<file path="src/verilog/anxnp_pkg.sv">
// constants for the expansion and next-page register group
// shared by the register block and its verification environment
package anxnp_pkg;
   localparam int ADDR_W = 5;
   localparam int DATA_W = 16;
   localparam int CODE_W = 11;
   localparam int IRQ_W  = 3;

   // register offsets (word addresses of the management space)
   localparam logic [ADDR_W-1:0] OFS_EXPANSION = 5'h06;
   localparam logic [ADDR_W-1:0] OFS_NP_TX     = 5'h07;
   localparam logic [ADDR_W-1:0] OFS_NP_RX     = 5'h08;
   localparam logic [ADDR_W-1:0] OFS_IRQ_STAT  = 5'h18;
   localparam logic [ADDR_W-1:0] OFS_IRQ_CLR   = 5'h19;
   localparam logic [ADDR_W-1:0] OFS_IRQ_EN    = 5'h1a;

   // expansion register bits
   localparam int EXP_BASE_PAGE   = 5;
   localparam int EXP_PAR_FAULT   = 4;
   localparam int EXP_PARTNER_NP  = 3;
   localparam int EXP_LOCAL_NP    = 2;
   localparam int EXP_PAGE_RX     = 1;
   localparam int EXP_PARTNER_AN  = 0;

   // next-page word bits (same layout for transmit and receive)
   localparam int NP_MORE_PAGES   = 15;
   localparam int NP_ACK          = 14;
   localparam int NP_MESSAGE      = 13;
   localparam int NP_COMPLY       = 12;
   localparam int NP_TOGGLE       = 11;
   localparam int NP_CODE_LSB     = 0;

   // interrupt status bits
   localparam int IRQ_PAGE_RX     = 0;
   localparam int IRQ_PAR_FAULT   = 1;
   localparam int IRQ_NP_LOADED   = 2;

   // reset values
   localparam logic              RST_LOCAL_NP  = 1'b1;
   localparam logic              RST_MORE      = 1'b0;
   localparam logic              RST_MESSAGE   = 1'b1;
   localparam logic              RST_COMPLY    = 1'b0;
   localparam logic              RST_TOGGLE    = 1'b0;
   localparam logic [CODE_W-1:0] RST_TX_CODE   = 11'h001;
   localparam logic [DATA_W-1:0] RST_RX_WORD   = 16'h0000;
   localparam logic [DATA_W-1:0] DATA_ZERO     = 16'h0000;
   localparam logic [IRQ_W-1:0]  IRQ_ZERO      = 3'h0;
endpackage : anxnp_pkg

</file>
<file path="src/verilog/anxnp_regs.sv">
// expansion, transmit next-page and partner next-page registers
// assumes negotiation logic drives its status levels and pulses on clk_sys_i
//
// Summary of operation
// - base-page variable latched high, alternate option only
// - parallel detection fault latches high, reset zero
// - partner next-page ability read-only, reset zero
// - local next-page ability read-only, reset one
// - page-received set when code word stored
// - reading expansion register clears page-received
// - alternate option: clear on page_rx low/tx disable
// - partner negotiation ability read-only, reset zero
// - writable more-pages flag, reset zero
// - reserved transmit bit reads zero, writes ignored
// - writable message-page flag, reset one
// - writable comply flag, reset zero
// - toggle bit inverts previous transmitted value
// - partner more-pages flag read-only, reset zero
// - partner acknowledge flag read-only
// - partner message-page flag read-only
// - partner comply flag read-only
`timescale 1ns/1ps
module anxnp_regs (
   input  wire logic                           clk_sys_i,
   input  wire logic                           reset_n_i,
   input  wire logic [anxnp_pkg::ADDR_W-1:0]   addr_i,
   input  wire logic [anxnp_pkg::DATA_W-1:0]   wdata_i,
   input  wire logic                           wr_i,
   input  wire logic                           rd_i,
   output logic      [anxnp_pkg::DATA_W-1:0]   rdata_o,
   input  wire logic                           alt_next_page_option_i,
   input  wire logic                           transmit_disable_i,
   input  wire logic                           mr_page_rx_i,
   input  wire logic                           base_page_i,
   input  wire logic                           par_fault_i,
   input  wire logic                           partner_np_able_i,
   input  wire logic                           local_np_able_i,
   input  wire logic                           partner_an_able_i,
   input  wire logic                           page_stored_i,
   input  wire logic                           rx_np_load_i,
   input  wire logic [anxnp_pkg::DATA_W-1:0]   rx_np_word_i,
   input  wire logic                           tx_np_sent_i,
   output logic      [anxnp_pkg::DATA_W-1:0]   tx_np_word_o,
   output logic                                irq_o
);
   import anxnp_pkg::*;

   typedef struct packed {
      logic              base_page;
      logic              par_fault;
      logic              partner_np;
      logic              local_np;
      logic              page_rx;
      logic              partner_an;
      logic              more_pages_follow;
      logic              message_page_flag;
      logic              will_comply_flag;
      logic              tx_toggle;
      logic [CODE_W-1:0] tx_code;
      logic [DATA_W-1:0] rx_word;
      logic [IRQ_W-1:0]  irq_stat;
      logic [IRQ_W-1:0]  irq_en;
      logic [DATA_W-1:0] rdata;
      logic              irq;
   } anxnp_state_s;

   anxnp_state_s st;
   anxnp_state_s next_st;

   logic              rd_exp;
   logic              alt_clear;
   logic [DATA_W-1:0] exp_word;
   logic [DATA_W-1:0] tx_word;
   logic [IRQ_W-1:0]  irq_set;

   always_comb begin
      exp_word                 = DATA_ZERO;
      exp_word[EXP_BASE_PAGE]  = st.base_page;
      exp_word[EXP_PAR_FAULT]  = st.par_fault;
      exp_word[EXP_PARTNER_NP] = st.partner_np;
      exp_word[EXP_LOCAL_NP]   = st.local_np;
      exp_word[EXP_PAGE_RX]    = st.page_rx;
      exp_word[EXP_PARTNER_AN] = st.partner_an;

      tx_word                  = DATA_ZERO;
      tx_word[NP_MORE_PAGES]   = st.more_pages_follow;
      tx_word[NP_MESSAGE]      = st.message_page_flag;
      tx_word[NP_COMPLY]       = st.will_comply_flag;
      tx_word[NP_TOGGLE]       = st.tx_toggle;
      tx_word[NP_CODE_LSB +: CODE_W] = st.tx_code;
   end

   always_comb begin
      next_st   = st;
      rd_exp    = rd_i && (addr_i == OFS_EXPANSION);
      alt_clear = alt_next_page_option_i && (!mr_page_rx_i || transmit_disable_i);

      // latched bits: a read shows the latch, then the current level; set wins
      if (rd_exp) begin
         next_st.base_page = base_page_i && alt_next_page_option_i;
         next_st.par_fault = par_fault_i;
      end
      if (base_page_i && alt_next_page_option_i) begin
         next_st.base_page = 1'b1;
      end
      if (par_fault_i) begin
         next_st.par_fault = 1'b1;
      end

      next_st.partner_np = partner_np_able_i;
      next_st.local_np   = local_np_able_i;
      next_st.partner_an = partner_an_able_i;

      if (rd_exp) begin
         next_st.page_rx = 1'b0;
      end
      if (alt_clear) begin
         next_st.page_rx = 1'b0;
      end
      if (page_stored_i) begin
         next_st.page_rx = 1'b1;
      end

      if (rx_np_load_i) begin
         next_st.rx_word = rx_np_word_i;
      end

      if (wr_i && (addr_i == OFS_NP_TX)) begin
         next_st.more_pages_follow = wdata_i[NP_MORE_PAGES];
         next_st.message_page_flag = wdata_i[NP_MESSAGE];
         next_st.will_comply_flag  = wdata_i[NP_COMPLY];
         next_st.tx_toggle         = wdata_i[NP_TOGGLE];
         next_st.tx_code           = wdata_i[NP_CODE_LSB +: CODE_W];
      end
      // hardware flip after each sent word beats a software write
      if (tx_np_sent_i) begin
         next_st.tx_toggle = !st.tx_toggle;
      end

      irq_set                = IRQ_ZERO;
      irq_set[IRQ_PAGE_RX]   = page_stored_i;
      irq_set[IRQ_PAR_FAULT] = par_fault_i;
      irq_set[IRQ_NP_LOADED] = rx_np_load_i;
      if (wr_i && (addr_i == OFS_IRQ_CLR)) begin
         next_st.irq_stat = st.irq_stat & ~wdata_i[IRQ_W-1:0];
      end
      next_st.irq_stat = next_st.irq_stat | irq_set;
      if (wr_i && (addr_i == OFS_IRQ_EN)) begin
         next_st.irq_en = wdata_i[IRQ_W-1:0];
      end
      next_st.irq = |(next_st.irq_stat & next_st.irq_en);

      // read data stands only in the cycle after the strobe
      next_st.rdata = DATA_ZERO;
      if (rd_i) begin
         if (addr_i == OFS_EXPANSION) begin
            next_st.rdata = exp_word;
         end else if (addr_i == OFS_NP_TX) begin
            next_st.rdata = tx_word;
         end else if (addr_i == OFS_NP_RX) begin
            next_st.rdata = st.rx_word;
         end else if (addr_i == OFS_IRQ_STAT) begin
            next_st.rdata[IRQ_W-1:0] = st.irq_stat;
         end else if (addr_i == OFS_IRQ_EN) begin
            next_st.rdata[IRQ_W-1:0] = st.irq_en;
         end else begin
            next_st.rdata = DATA_ZERO;
         end
      end
   end

   always_ff @(posedge clk_sys_i or negedge reset_n_i) begin
      if (!reset_n_i) begin
         st                   <= '0;
         st.local_np          <= RST_LOCAL_NP;
         st.more_pages_follow <= RST_MORE;
         st.message_page_flag <= RST_MESSAGE;
         st.will_comply_flag  <= RST_COMPLY;
         st.tx_toggle         <= RST_TOGGLE;
         st.tx_code           <= RST_TX_CODE;
         st.rx_word           <= RST_RX_WORD;
      end else begin
         st <= next_st;
      end
   end

   always_comb begin
      rdata_o      = st.rdata;
      irq_o        = st.irq;
   end

   // transmit word leaves straight from the register bits
   assign tx_np_word_o = {st.more_pages_follow, 1'b0, st.message_page_flag,
                          st.will_comply_flag, st.tx_toggle, st.tx_code};
endmodule : anxnp_regs

</file>
<file path="config.mk">
export PLATFORM = sky130hd
export DESIGN_NAME = anxnp_regs
export DESIGN_NICKNAME = d
export VERILOG_FILES = /design/src/verilog/anxnp_pkg.sv /design/src/verilog/anxnp_regs.sv
export SDC_FILE = /design/constraint.sdc
export NUM_CORES = 1
export LEC_CHECK = 0
export BUFFER_PORTS_ARGS = -buffer_cell sky130_fd_sc_hd__buf_2
export CAP_MARGIN = 40
export CORE_ASPECT_RATIO = 1.75
export CORE_MARGIN = 1.5
export CORE_UTILIZATION = 46
export DETAILED_ROUTE_END_ITERATION = 10
export GPL_TIMING_DRIVEN = 0
export PLACE_DENSITY = 0.76
export SLEW_MARGIN = 30
export SYNTH_ARGS = -nofsm -noshare
export SYNTH_HDL_FRONTEND = slang
export SYNTH_SLANG_ARGS = --single-unit
</file>
<file path="constraint.sdc">
create_clock -name clk_sys_i -period 1.2 [get_ports clk_sys_i]
set_clock_uncertainty 0.1 [all_clocks]
set_input_delay 0.12 -clock clk_sys_i [delete_from_list [all_inputs] [get_ports clk_sys_i]]
set_output_delay 0.12 -clock clk_sys_i [all_outputs]
set_load 0.05 [all_outputs]
</file>
==> run_results.csv, run 1 <==
group,metric,value,unit
outcome,status,"finished, violations left",
outcome,failed_checks,"negative hold slack, negative setup slack",
logic_synthesis,yosysSeqAreaShare,54.6,%
critical_path,path_max_fanout,4,
logic_synthesis,syn_inst,216,
logic_synthesis,syn-cell-area,2760,um2
floorplanning,die_area,6480,um2
clocking,ctsLongestPathBuffers,2,
logic_synthesis,async_flop_share,100,%
logic_synthesis,yosys_warnings,0,
detailed_routing,drcViolationCount,0,
floorplanning,die_y,105,um
timing,whs,-11.5,ps
timing,setup-violations-final,16,
timing,worst_slew_pin_slew,757,ps
final_layout,postLayoutCoreUtil,71.6,%
critical_path,crit_slowest_cell,"or3b_4",
clocking,cts.sinks,60,
logic_synthesis,synth.distinct_cells,41,
power_and_ir_drop,power.internal,0.00387,W
detailed_routing,met2_length,4350,um
final_layout,area_growth,51.7,%
place,place_hpwl,4330,um
timing,layout_min_cycle_time,1290,ps
final_layout,drive_gt1_share,51.9,%
logic_synthesis,syn_area_per_cell,12.8,um2
logic_synthesis,synth-edff-count,0,
global_route,grt_pass1_vias,2429,
job,drv_cap,0,
global_route,grt_pass1_wl,11400,um
logic_synthesis,synth.top_cells.by_count,"dfrtp_1 (57), buf_4 (32), mux2_2 (27)",
power_and_ir_drop,power.total,0.00557,W
global_route,grt_antenna_before_repair,0,
clocking,htree_levels,3,
detailed_routing,wl_per_cell,17.4,um
logic_synthesis,synth_fp_nets,268,
floorplanning,core,5830,um2
detailed_routing,wl,7240,um
final_layout,stdcell_area,4180,um2
critical_path,crit_type,"input port to register",
timing,rsz0062_at_grt,"true",
critical_path,critical_path_required,1320,ps
detailed_routing,drt-initial-drc-count,113,
timing,slew_headroom,49.6,%
critical_path,start_kind,"input port",
clocking,cts_tree,"done",
timing,max_freq,776,MHz
detailed_routing,vias,2109,
global_route,gr-usage-all-layers,24.7,%
floorplanning,placementRows,37,
critical_path,end_kind,"register",
hold_path,hold_class,"input port to register",
power_and_ir_drop,leakagePower,1.95,nW
detailed_routing,drt_pass1_iterations,4,
global_route,grt_max_degree,61,
final_layout,final_nets,384,
detailed_routing,wl_met1,2380,um
detailed_routing,dr_wl_met3,291,um
logic_synthesis,ys.flop_type,"dfrtp_1",
detailed_routing,avgViaCountPerCell,5.08,
final_layout,n_antenna_cell,0,
floorplanning,io_pins,85,
logic_synthesis,ys_ff_latch,60,
timing,hold_violations,1,
place,gp_congestion,0.798,
logic_synthesis,yosysMostFrequentCell,"dfrtp_1",
clocking,cts.reportedPaths.clkPinSlew,60,ps
logic_synthesis,synth_largest_area_cell,"dfrtp_1",
critical_path,crit_arrival,1400,ps
power_and_ir_drop,swShare,30.6,%
timing,finalWorstSetupSlack,-88.1,ps
power_and_ir_drop,pwr-share-seq,42.9,%
power_and_ir_drop,vdd_drop_max,0.858,mV
power_and_ir_drop,p_sw,0.00171,W
clocking,clk_latency,340,ps
timing,maxSlewViolCount,0,
place,portBuffers,80,
floorplanning,die_w,61.5,um
detailed_routing,highest_layer,"met4",
clocking,cts_root_buf,"clkbuf_8",
critical_path,path_cells,"buf_6, or3b_4, nor2_4, mux2_4, a221o_1",
detailed_routing,antenna_left,0,
global_route,grt_overflow,0,
floorplanning,initial_utilization,47.2,%
clocking,cts_made_buffers,9,
power_and_ir_drop,pwr_density_cell,1330,nW/um2
logic_synthesis,synth_top_area_share,51.8,%
power_and_ir_drop,p_clk_share,27.8,%
power_and_ir_drop,power_frac_comb,29.3,%
logic_synthesis,yosys-top-cells-area,"dfrtp_1 (52%), mux2_2 (11%), buf_4 (8.7%)",
place,dpl_cell_area,3370,um2
timing,period_share,107,%
critical_path,slowest_delay,420,ps
routing by layer:
layer	global-route usage, %	vias up
li1	-	969
met1	23.6	1044
met2	45.3	76
met3	5.52	20
met4	12.6	0
met5	0	-
registers in the layout (all words and copies together), names as in the netlist:
signal	count
exp_word	6
irq_o	1
rdata_o	16
st	22
tx_np_word_o	15
critical path: cells and delay by family:
family	cells	cell delay (ps)
buffers and inverters	1	90
AO/OA/AOI/OAI	1	310
AND/OR/NAND/NOR	2	550
multiplexers	1	320
final cells by class:
type                    instances  area (um2)
well taps                      78        97.6
multi-input cells             111        1030
clock buffers                  14         153
fillers                       394        1650
flip-flops and latches         60        1510
plain buffers                  13         128
repair buffers                134        1240
clock inverters                 2        10.0
inverters                       3        11.3
power by group through the flow:
| stage | clock, W | sequential, W | combinational (W) |
|---|---|---|---|
| 5_1_grt | 0.00167 | 0.00241 | 0.00172 |
| 2_1_floorplan | 0 | 0.00241 | 0.000902 |
| 6_report | 0.00155 | 0.00239 | 0.00163 |
| 3_3_place_gp | 0 | 0.00241 | 0.00121 |
| 4_1_cts | 0.00157 | 0.00238 | 0.00161 |
| 3_5_place_dp | 0 | 0.00242 | 0.00122 |
kinds of logic (layout without fill, tap and decap cells):
logic type             after synthesis  in the layout  share of synthesized area [%]
and+or+nand+nor                     39             39                           8.58
DFF                                 60             60                           54.6
other                                1              1                          0.136
AOI/OAI and AO/OA                   34             34                           8.95
buffers and inverters               45            166                           11.8
muxes                               37             37                           15.9
repair_timing:
action / CTS / global route
setup endpoints to repair: 48 / 30
hold buffers: 38 / 1
gates resized for setup: 85 / 16
endpoints found under the hold margin: 98 / 1
gates cloned: 0 / 0
buffers inserted: 15 / 0
cell usage in the layout (no fill, tap or decap), drive strengths merged, types with 4 or more instances in the layout:
cell type / count
buf: 107
dfrtp: 57
dlygate4sd3: 39
mux2: 34
clkbuf: 15
a22oi: 13
nor2: 11
o21ai: 8
nand3: 7
nand2: 5
nor2b: 4
worst paths after layout:
check,from,to,slack (ps),cells after the start
min in group asynchronous,reset_n_i,tx_np_word_o[5],300,2
max,addr_i[0],irq_o,-90,5
min,page_stored_i,st[20],-10,3
max in group asynchronous,reset_n_i,tx_np_word_o[1],190,2
min reg2reg,exp_word[3],rdata_o[3],360,2
max reg2reg,tx_np_word_o[2],rdata_o[2],-40,4
through the flow:
stage                     instances  setup slack [ps]  setup TNS [ps]  hold slack [ps]
after floorplan                 216              -273           -2510             -276
final                           415             -88.1            -543            -11.5
after CTS                       426             -84.9            -417            -67.0
after global placement          374              -453          -20410              125
after detailed placement        374              -450          -10780              127
after global routing            415              -105           -1170             20.0
(Power assumes the default switching activity.)
==> run 2, diff against run 1 <==
- CORE_MARGIN: 1.5 -> 2
==> run 2 against run 1 <==
Net effect: the flow finishes with violations (negative setup slack); first-iteration DRC count down 20%; clock power is 6% higher; critical path depth stayed put; largest cell class unchanged; largest power group unchanged; highest routed layer unchanged.
==> run_results.csv, run 2 (same netlist as run 1, synthesis figures left out) <==
group,metric,value,unit
global_route,grt_antenna_before_repair,0,
final_layout,multiInputGateArea,1020,um2
final_layout,drive_gt1_share,52.4,%
floorplanning,placementRows,37,
final_layout,area_growth,52.3,%
final_layout,final_nets,385,
timing,finalWorstSetupSlack,-112,ps
final_layout,regMostFlops,"st",
final_layout,n_antenna_cell,0,
power_and_ir_drop,power_frac_comb,28.4,%
critical_path,r2r-start,"st[20]",
final_layout,n_fill_cell,395,
outcome,failed_checks,"negative setup slack",
timing,period_share,109,%
critical_path,rr_endpoint,"irq_o",
timing,max_freq,762,MHz
place,portBuffers,80,
detailed_routing,avgViaCountPerCell,5.06,
timing,tns,-440,ps
power_and_ir_drop,p_clk_share,29.2,%
floorplanning,initial_utilization,47.2,%
critical_path,r2r_cells,4,
detailed_routing,wl,7020,um
detailed_routing,met2_length,4100,um
detailed_routing,antenna_left,0,
detailed_routing,highest_layer,"met4",
power_and_ir_drop,leakagePower,1.97,nW
clocking,ctsLongestPathBuffers,2,
timing,worst_slew_pin_slew,537,ps
global_route,grt_max_degree,61,
timing,layout_min_cycle_time,1310,ps
global_route,grt_pass1_wl,11700,um
outcome,status,"finished, violations left",
timing,maxSlewViolCount,0,
clocking,cts_tree,"done",
timing,whs,2.68,ps
final_layout,postLayoutCoreUtil,71.9,%
place,place_hpwl,4320,um
critical_path,critical_path_required,1310,ps
detailed_routing,wl_met1,2440,um
detailed_routing,drt_pass1_iterations,4,
power_and_ir_drop,swShare,29.8,%
floorplanning,die_y,106,um
global_route,grt_pass1_vias,2432,
hold_path,hold_depth,3,
floorplanning,die_w,62.5,um
detailed_routing,drcViolationCount,0,
critical_path,end_kind,"register",
floorplanning,core,5830,um2
clocking,cts_root_buf,"clkbuf_8",
critical_path,start_kind,"input port",
power_and_ir_drop,pwr_density_cell,1350,nW/um2
job,drv_cap,0,
global_route,grt_overflow,0,
critical_path,crit_type,"input port to register",
detailed_routing,dr_wl_met3,298,um
clocking,clk_latency,330,ps
place,preCtsSetupSlack,-463,ps
floorplanning,io_pins,85,
detailed_routing,vias,2104,
power_and_ir_drop,vdd_drop_max,0.780,mV
clocking,htree_levels,3,
final_layout,largest_register_ffs,22,
hold_path,hold_class,"input port to register",
floorplanning,die_area,6650,um2
power_and_ir_drop,pwr-share-seq,42.4,%
final_layout,layout_common_cells,"dfrtp_1 (56), buf_2 (48), dlygate4sd3_1 (39), buf_8 (32), mux2_2 (18)",
hold_path,holdPathEnd,"st[20]",
place,gp_congestion,0.784,
power_and_ir_drop,p_sw,0.00169,W
timing,slew_headroom,64.2,%
critical_path,crit_arrival,1420,ps
detailed_routing,drt-initial-drc-count,90,
timing,setup-violations-final,12,
critical_path,path_max_fanout,4,
power_and_ir_drop,power.total,0.00566,W
timing,hold_violations,0,
clocking,cts.sinks,60,
timing,rsz0062_at_grt,"true",
clocking,cts_made_buffers,9,
detailed_routing,wl_per_cell,16.9,um
power_and_ir_drop,power.internal,0.00397,W
hold_path,worstHoldStart,"page_stored_i",
clocking,cts.reportedPaths.clkPinSlew,60,ps
final_layout,seqCellArea,1510,um2
global_route,gr-usage-all-layers,23.1,%
final_layout,final_common_cell,"dfrtp_1",
critical_path,rrSetupSlack,0,ps
[run 2: cell types whose count changed in the layout (fill, tap and decap cells not counted)]
| cell | before | now |
|---|---|---|
| buf_4 | 15 | 17 |
| buf_6 | 8 | 10 |
| buf_8 | 34 | 32 |
| clkbuf_8 | 10 | 12 |
| a22oi_1 | 2 | 3 |
| a22oi_2 | 11 | 10 |
| buf_2 | 49 | 48 |
| clkbuf_1 | 5 | 4 |
| clkinv_2 | 2 | 1 |
| dfrtp_1 | 57 | 56 |
| dfrtp_2 | 0 | 1 |
[run 2: worst max-delay path by stage]
stage	start	end	cells after the start
global placement	addr_i[0]	irq_o	5
CTS	addr_i[0]	irq_o	5
detailed placement	addr_i[0]	irq_o	5
global route	addr_i[0]	irq_o	5
floorplan	addr_i[0]	irq_o	4
finish	addr_i[0]	irq_o	5
[run 2: layout make-up]
cell class                 count  area share (%)
sequential                    60            35.9
timing repair buffer         135            29.9
multi-input combinational    111            24.4
clock buffer                  15            4.20
buffer                        13            2.86
tap                           78            2.33
inverter                       3           0.268
clock inverter                 1           0.119
[run 2: layer usage]
metal | vias up | track usage (%)
met3 | 16 | 3.60
met5 | - | 0
met4 | 0 | 11.7
met2 | 81 | 44.3
li1 | 966 | -
met1 | 1041 | 23.5
[run 2: timing repair]
action,4_1_cts,5_1_grt
hold endpoints to repair,97,0
endpoints found under the setup margin,48,31
cloned,0,0
setup buffers,14,2
gates resized for setup,79,20
hold buffers,39,0
[run 2: power by group through the flow]
stage / registers [W] / clock network, W / logic [W]
final: 0.00240 / 0.00165 / 0.00160
after global routing: 0.00242 / 0.00178 / 0.00168
after CTS: 0.00238 / 0.00166 / 0.00157
after detailed placement: 0.00241 / 0 / 0.00122
after global placement: 0.00241 / 0 / 0.00120
after floorplan: 0.00241 / 0 / 0.000902
[run 2: metrics by stage]
step,cells,instance area (um2)
floorplan,216,2870
global placement,374,3370
detailed placement,374,3370
CTS,429,4220
global route,416,4200
finish,416,4200
[run 2: critical path: stages]
cell	delay, ps
buf_6	90
or3b_4	430
nor2_4	140
mux2_4	320
a221o_1	320
==> run 3, diff against run 2 <==
==> constraint.sdc (replaced) <==
create_clock -name clk_sys_i -period 1.2 [get_ports clk_sys_i]
set_clock_uncertainty 0.1 [all_clocks]
set_input_delay 0.36 -clock clk_sys_i [delete_from_list [all_inputs] [get_ports clk_sys_i]]
set_output_delay 0.36 -clock clk_sys_i [all_outputs]
set_load 0.05 [all_outputs]
==> run 3 against run 2 <==
Net effect: the run ends with negative hold slack, negative setup slack left; via count decreased by 5.6%; power increased by 1.4%; register-to-register slack got worse by 110 ps; maximum frequency decreased by 15%; core utilization decreased by 1.5 points; first-iteration DRC count increased by 5.6%; worst hold slack got worse by 17 ps; final cell count decreased by 5.5%; critical endpoint unchanged.
==> run_results.csv, run 3 (same netlist as run 1, synthesis figures left out) <==
group,metric,value,unit
outcome,status,"finished, violations left",
outcome,failed_checks,"negative hold slack, negative setup slack",
detailed_routing,drt-initial-drc-count,95,
final_layout,layout_common_cells,"dfrtp_1 (57), buf_2 (43), buf_8 (34), buf_6 (22), buf_4 (22)",
timing,layout_min_cycle_time,1540,ps
global_route,gr-usage-all-layers,21.5,%
timing,rsz0062_at_grt,"true",
place,portBuffers,80,
power_and_ir_drop,pwr_density_cell,1400,nW/um2
critical_path,critical_path_required,1310,ps
global_route,grt_pass1_wl,10800,um
clocking,clk_latency,320,ps
final_layout,seqCellArea,1510,um2
timing,worst_slew_pin_slew,740,ps
critical_path,end_kind,"register",
final_layout,n_fill_cell,442,
place,gp_congestion,0.764,
global_route,grt_antenna_before_repair,0,
detailed_routing,antenna_left,0,
final_layout,postLayoutCoreUtil,70.4,%
final_layout,instances_no_fill,393,
place,dp_cells,374,
floorplanning,core,5830,um2
detailed_routing,wl,6730,um
detailed_routing,wl_per_cell,17.1,um
timing,slew_headroom,50.7,%
critical_path,crit_arrival,1650,ps
detailed_routing,drt_pass1_iterations,4,
place,preCtsSetupSlack,-754,ps
clocking,cts_root_buf,"clkbuf_8",
floorplanning,die_area,6650,um2
final_layout,drive_gt1_share,64.8,%
final_layout,final_common_cell,"dfrtp_1",
final_layout,regMostFlops,"st",
critical_path,start_kind,"input port",
timing,setup-violations-final,67,
final_layout,multiInputGateArea,1100,um2
place,place_hpwl,4480,um
critical_path,crit_family,"simple AND/OR/NAND/NOR gates",
timing,period_share,129,%
clocking,cts_made_buffers,9,
floorplanning,io_pins,85,
hold_path,hold_class,"input port to async pin",
floorplanning,die_w,62.5,um
final_layout,n_antenna_cell,0,
global_route,grt_max_degree,61,
final_layout,area_growth,49.1,%
floorplanning,die_y,106,um
final_layout,final_nets,362,
clocking,cts.reportedPaths.clkPinSlew,70,ps
floorplanning,initial_utilization,47.2,%
floorplanning,placementRows,37,
detailed_routing,vias,1986,
detailed_routing,drcViolationCount,0,
clocking,htree_levels,3,
clocking,ctsLongestPathBuffers,2,
timing,hold_violations,14,
job,drv_cap,0,
critical_path,path_cells,"buf_6, or3b_4, nor2_4, mux2_4, a221o_1",
clocking,cts_tree,"done",
final_layout,largest_register_ffs,22,
timing,whs,-14.1,ps
detailed_routing,avgViaCountPerCell,5.05,
timing,maxSlewViolCount,0,
critical_path,crit_type,"input port to register",
clocking,cts.sinks,60,
critical_path,slowest_delay,420,ps
clocking,holdBufCountCts,0,
timing,finalWorstSetupSlack,-344,ps
power_and_ir_drop,vdd_drop_max,0.912,mV
critical_path,path_max_fanout,4,
timing,max_freq,648,MHz
critical_path,crit_slowest_cell,"or3b_4",
critical_path,path_buf_inv,1,
power_and_ir_drop,leakagePower,1.94,nW
global_route,grt_pass1_vias,2196,
global_route,grt_overflow,0,
run 3: cell types whose count changed in the layout (fill, tap and decap cells not counted), sizes merged:
cell,delta
dlygate4sd3,-39
buf,+16
clkbuf,-4
clkinv,+2
bufinv,+1
clkinvlp,+1
run 3: worst reg2reg max path: cells and delay by family, from the launching register on:
family | cells | cell delay, ps
buf+inv | 2 | 280
flops | 1 | 400
compound gates | 2 | 410
run 3: worst paths after layout:
| kind | cells past startpoint | endpoint | slack (ps) | startpoint |
|---|---|---|---|---|
| worst max-delay path | 5 | irq_o | -340 | addr_i[0] |
| max in group asynchronous | 1 | exp_word[0] | 510 | reset_n_i |
| worst min-delay path | 1 | tx_np_word_o[1] | -10 | reset_n_i |
| worst max register to register | 4 | tx_np_word_o[11] | -110 | tx_np_word_o[11] |
| worst min register to register | 2 | rdata_o[3] | 380 | exp_word[3] |
| min in group clk_sys_i | 1 | exp_word[2] | 30 | local_np_able_i |
run 3: metal layers:
layer,GRT usage [%],vias to the layer above,wire length (um)
met5,0,-,0
met4,11.3,0,211
met1,22.8,975,2400
met2,39.6,73,3880
li1,-,919,-
met3,4.02,19,241
run 3: cell type report:
| cell class | instances | share of cell area (%) |
|---|---|---|
| Sequential cell | 60 | 36.6 |
| Multi-Input combinational cell | 111 | 26.8 |
| Timing Repair Buffer | 113 | 26.0 |
| Buffer | 12 | 3.41 |
| Clock buffer | 11 | 3.20 |
| Tap cell | 78 | 2.38 |
| Clock inverter | 5 | 1.28 |
| Inverter | 3 | 0.274 |
run 3: through the flow:
step | total power, W | instance area [um2] | setup TNS, ps
5_1_grt | 0.00597 | 4110 | -12920
6_report | 0.00574 | 4110 | -11130
3_5_place_dp | 0.00368 | 3420 | -21680
4_1_cts | 0.00574 | 4030 | -12510
2_1_floorplan | 0.00334 | 2920 | -10630
3_3_place_gp | 0.00365 | 3420 | -46890
run 3: repair_timing:
action,in CTS,in global routing
cloned,2,0
pin swaps,10,9
endpoints found under the setup margin,64,70
gates resized for setup,117,14
hold endpoints to repair,0,0
buffers inserted,27,6
run 3: report_power, final:
part | switching (W) | internal, W
registers | 0.000155 | 0.00223
clock network | 0.000744 | 0.000949
logic | 0.000808 | 0.000847
total | 0.00171 | 0.00403
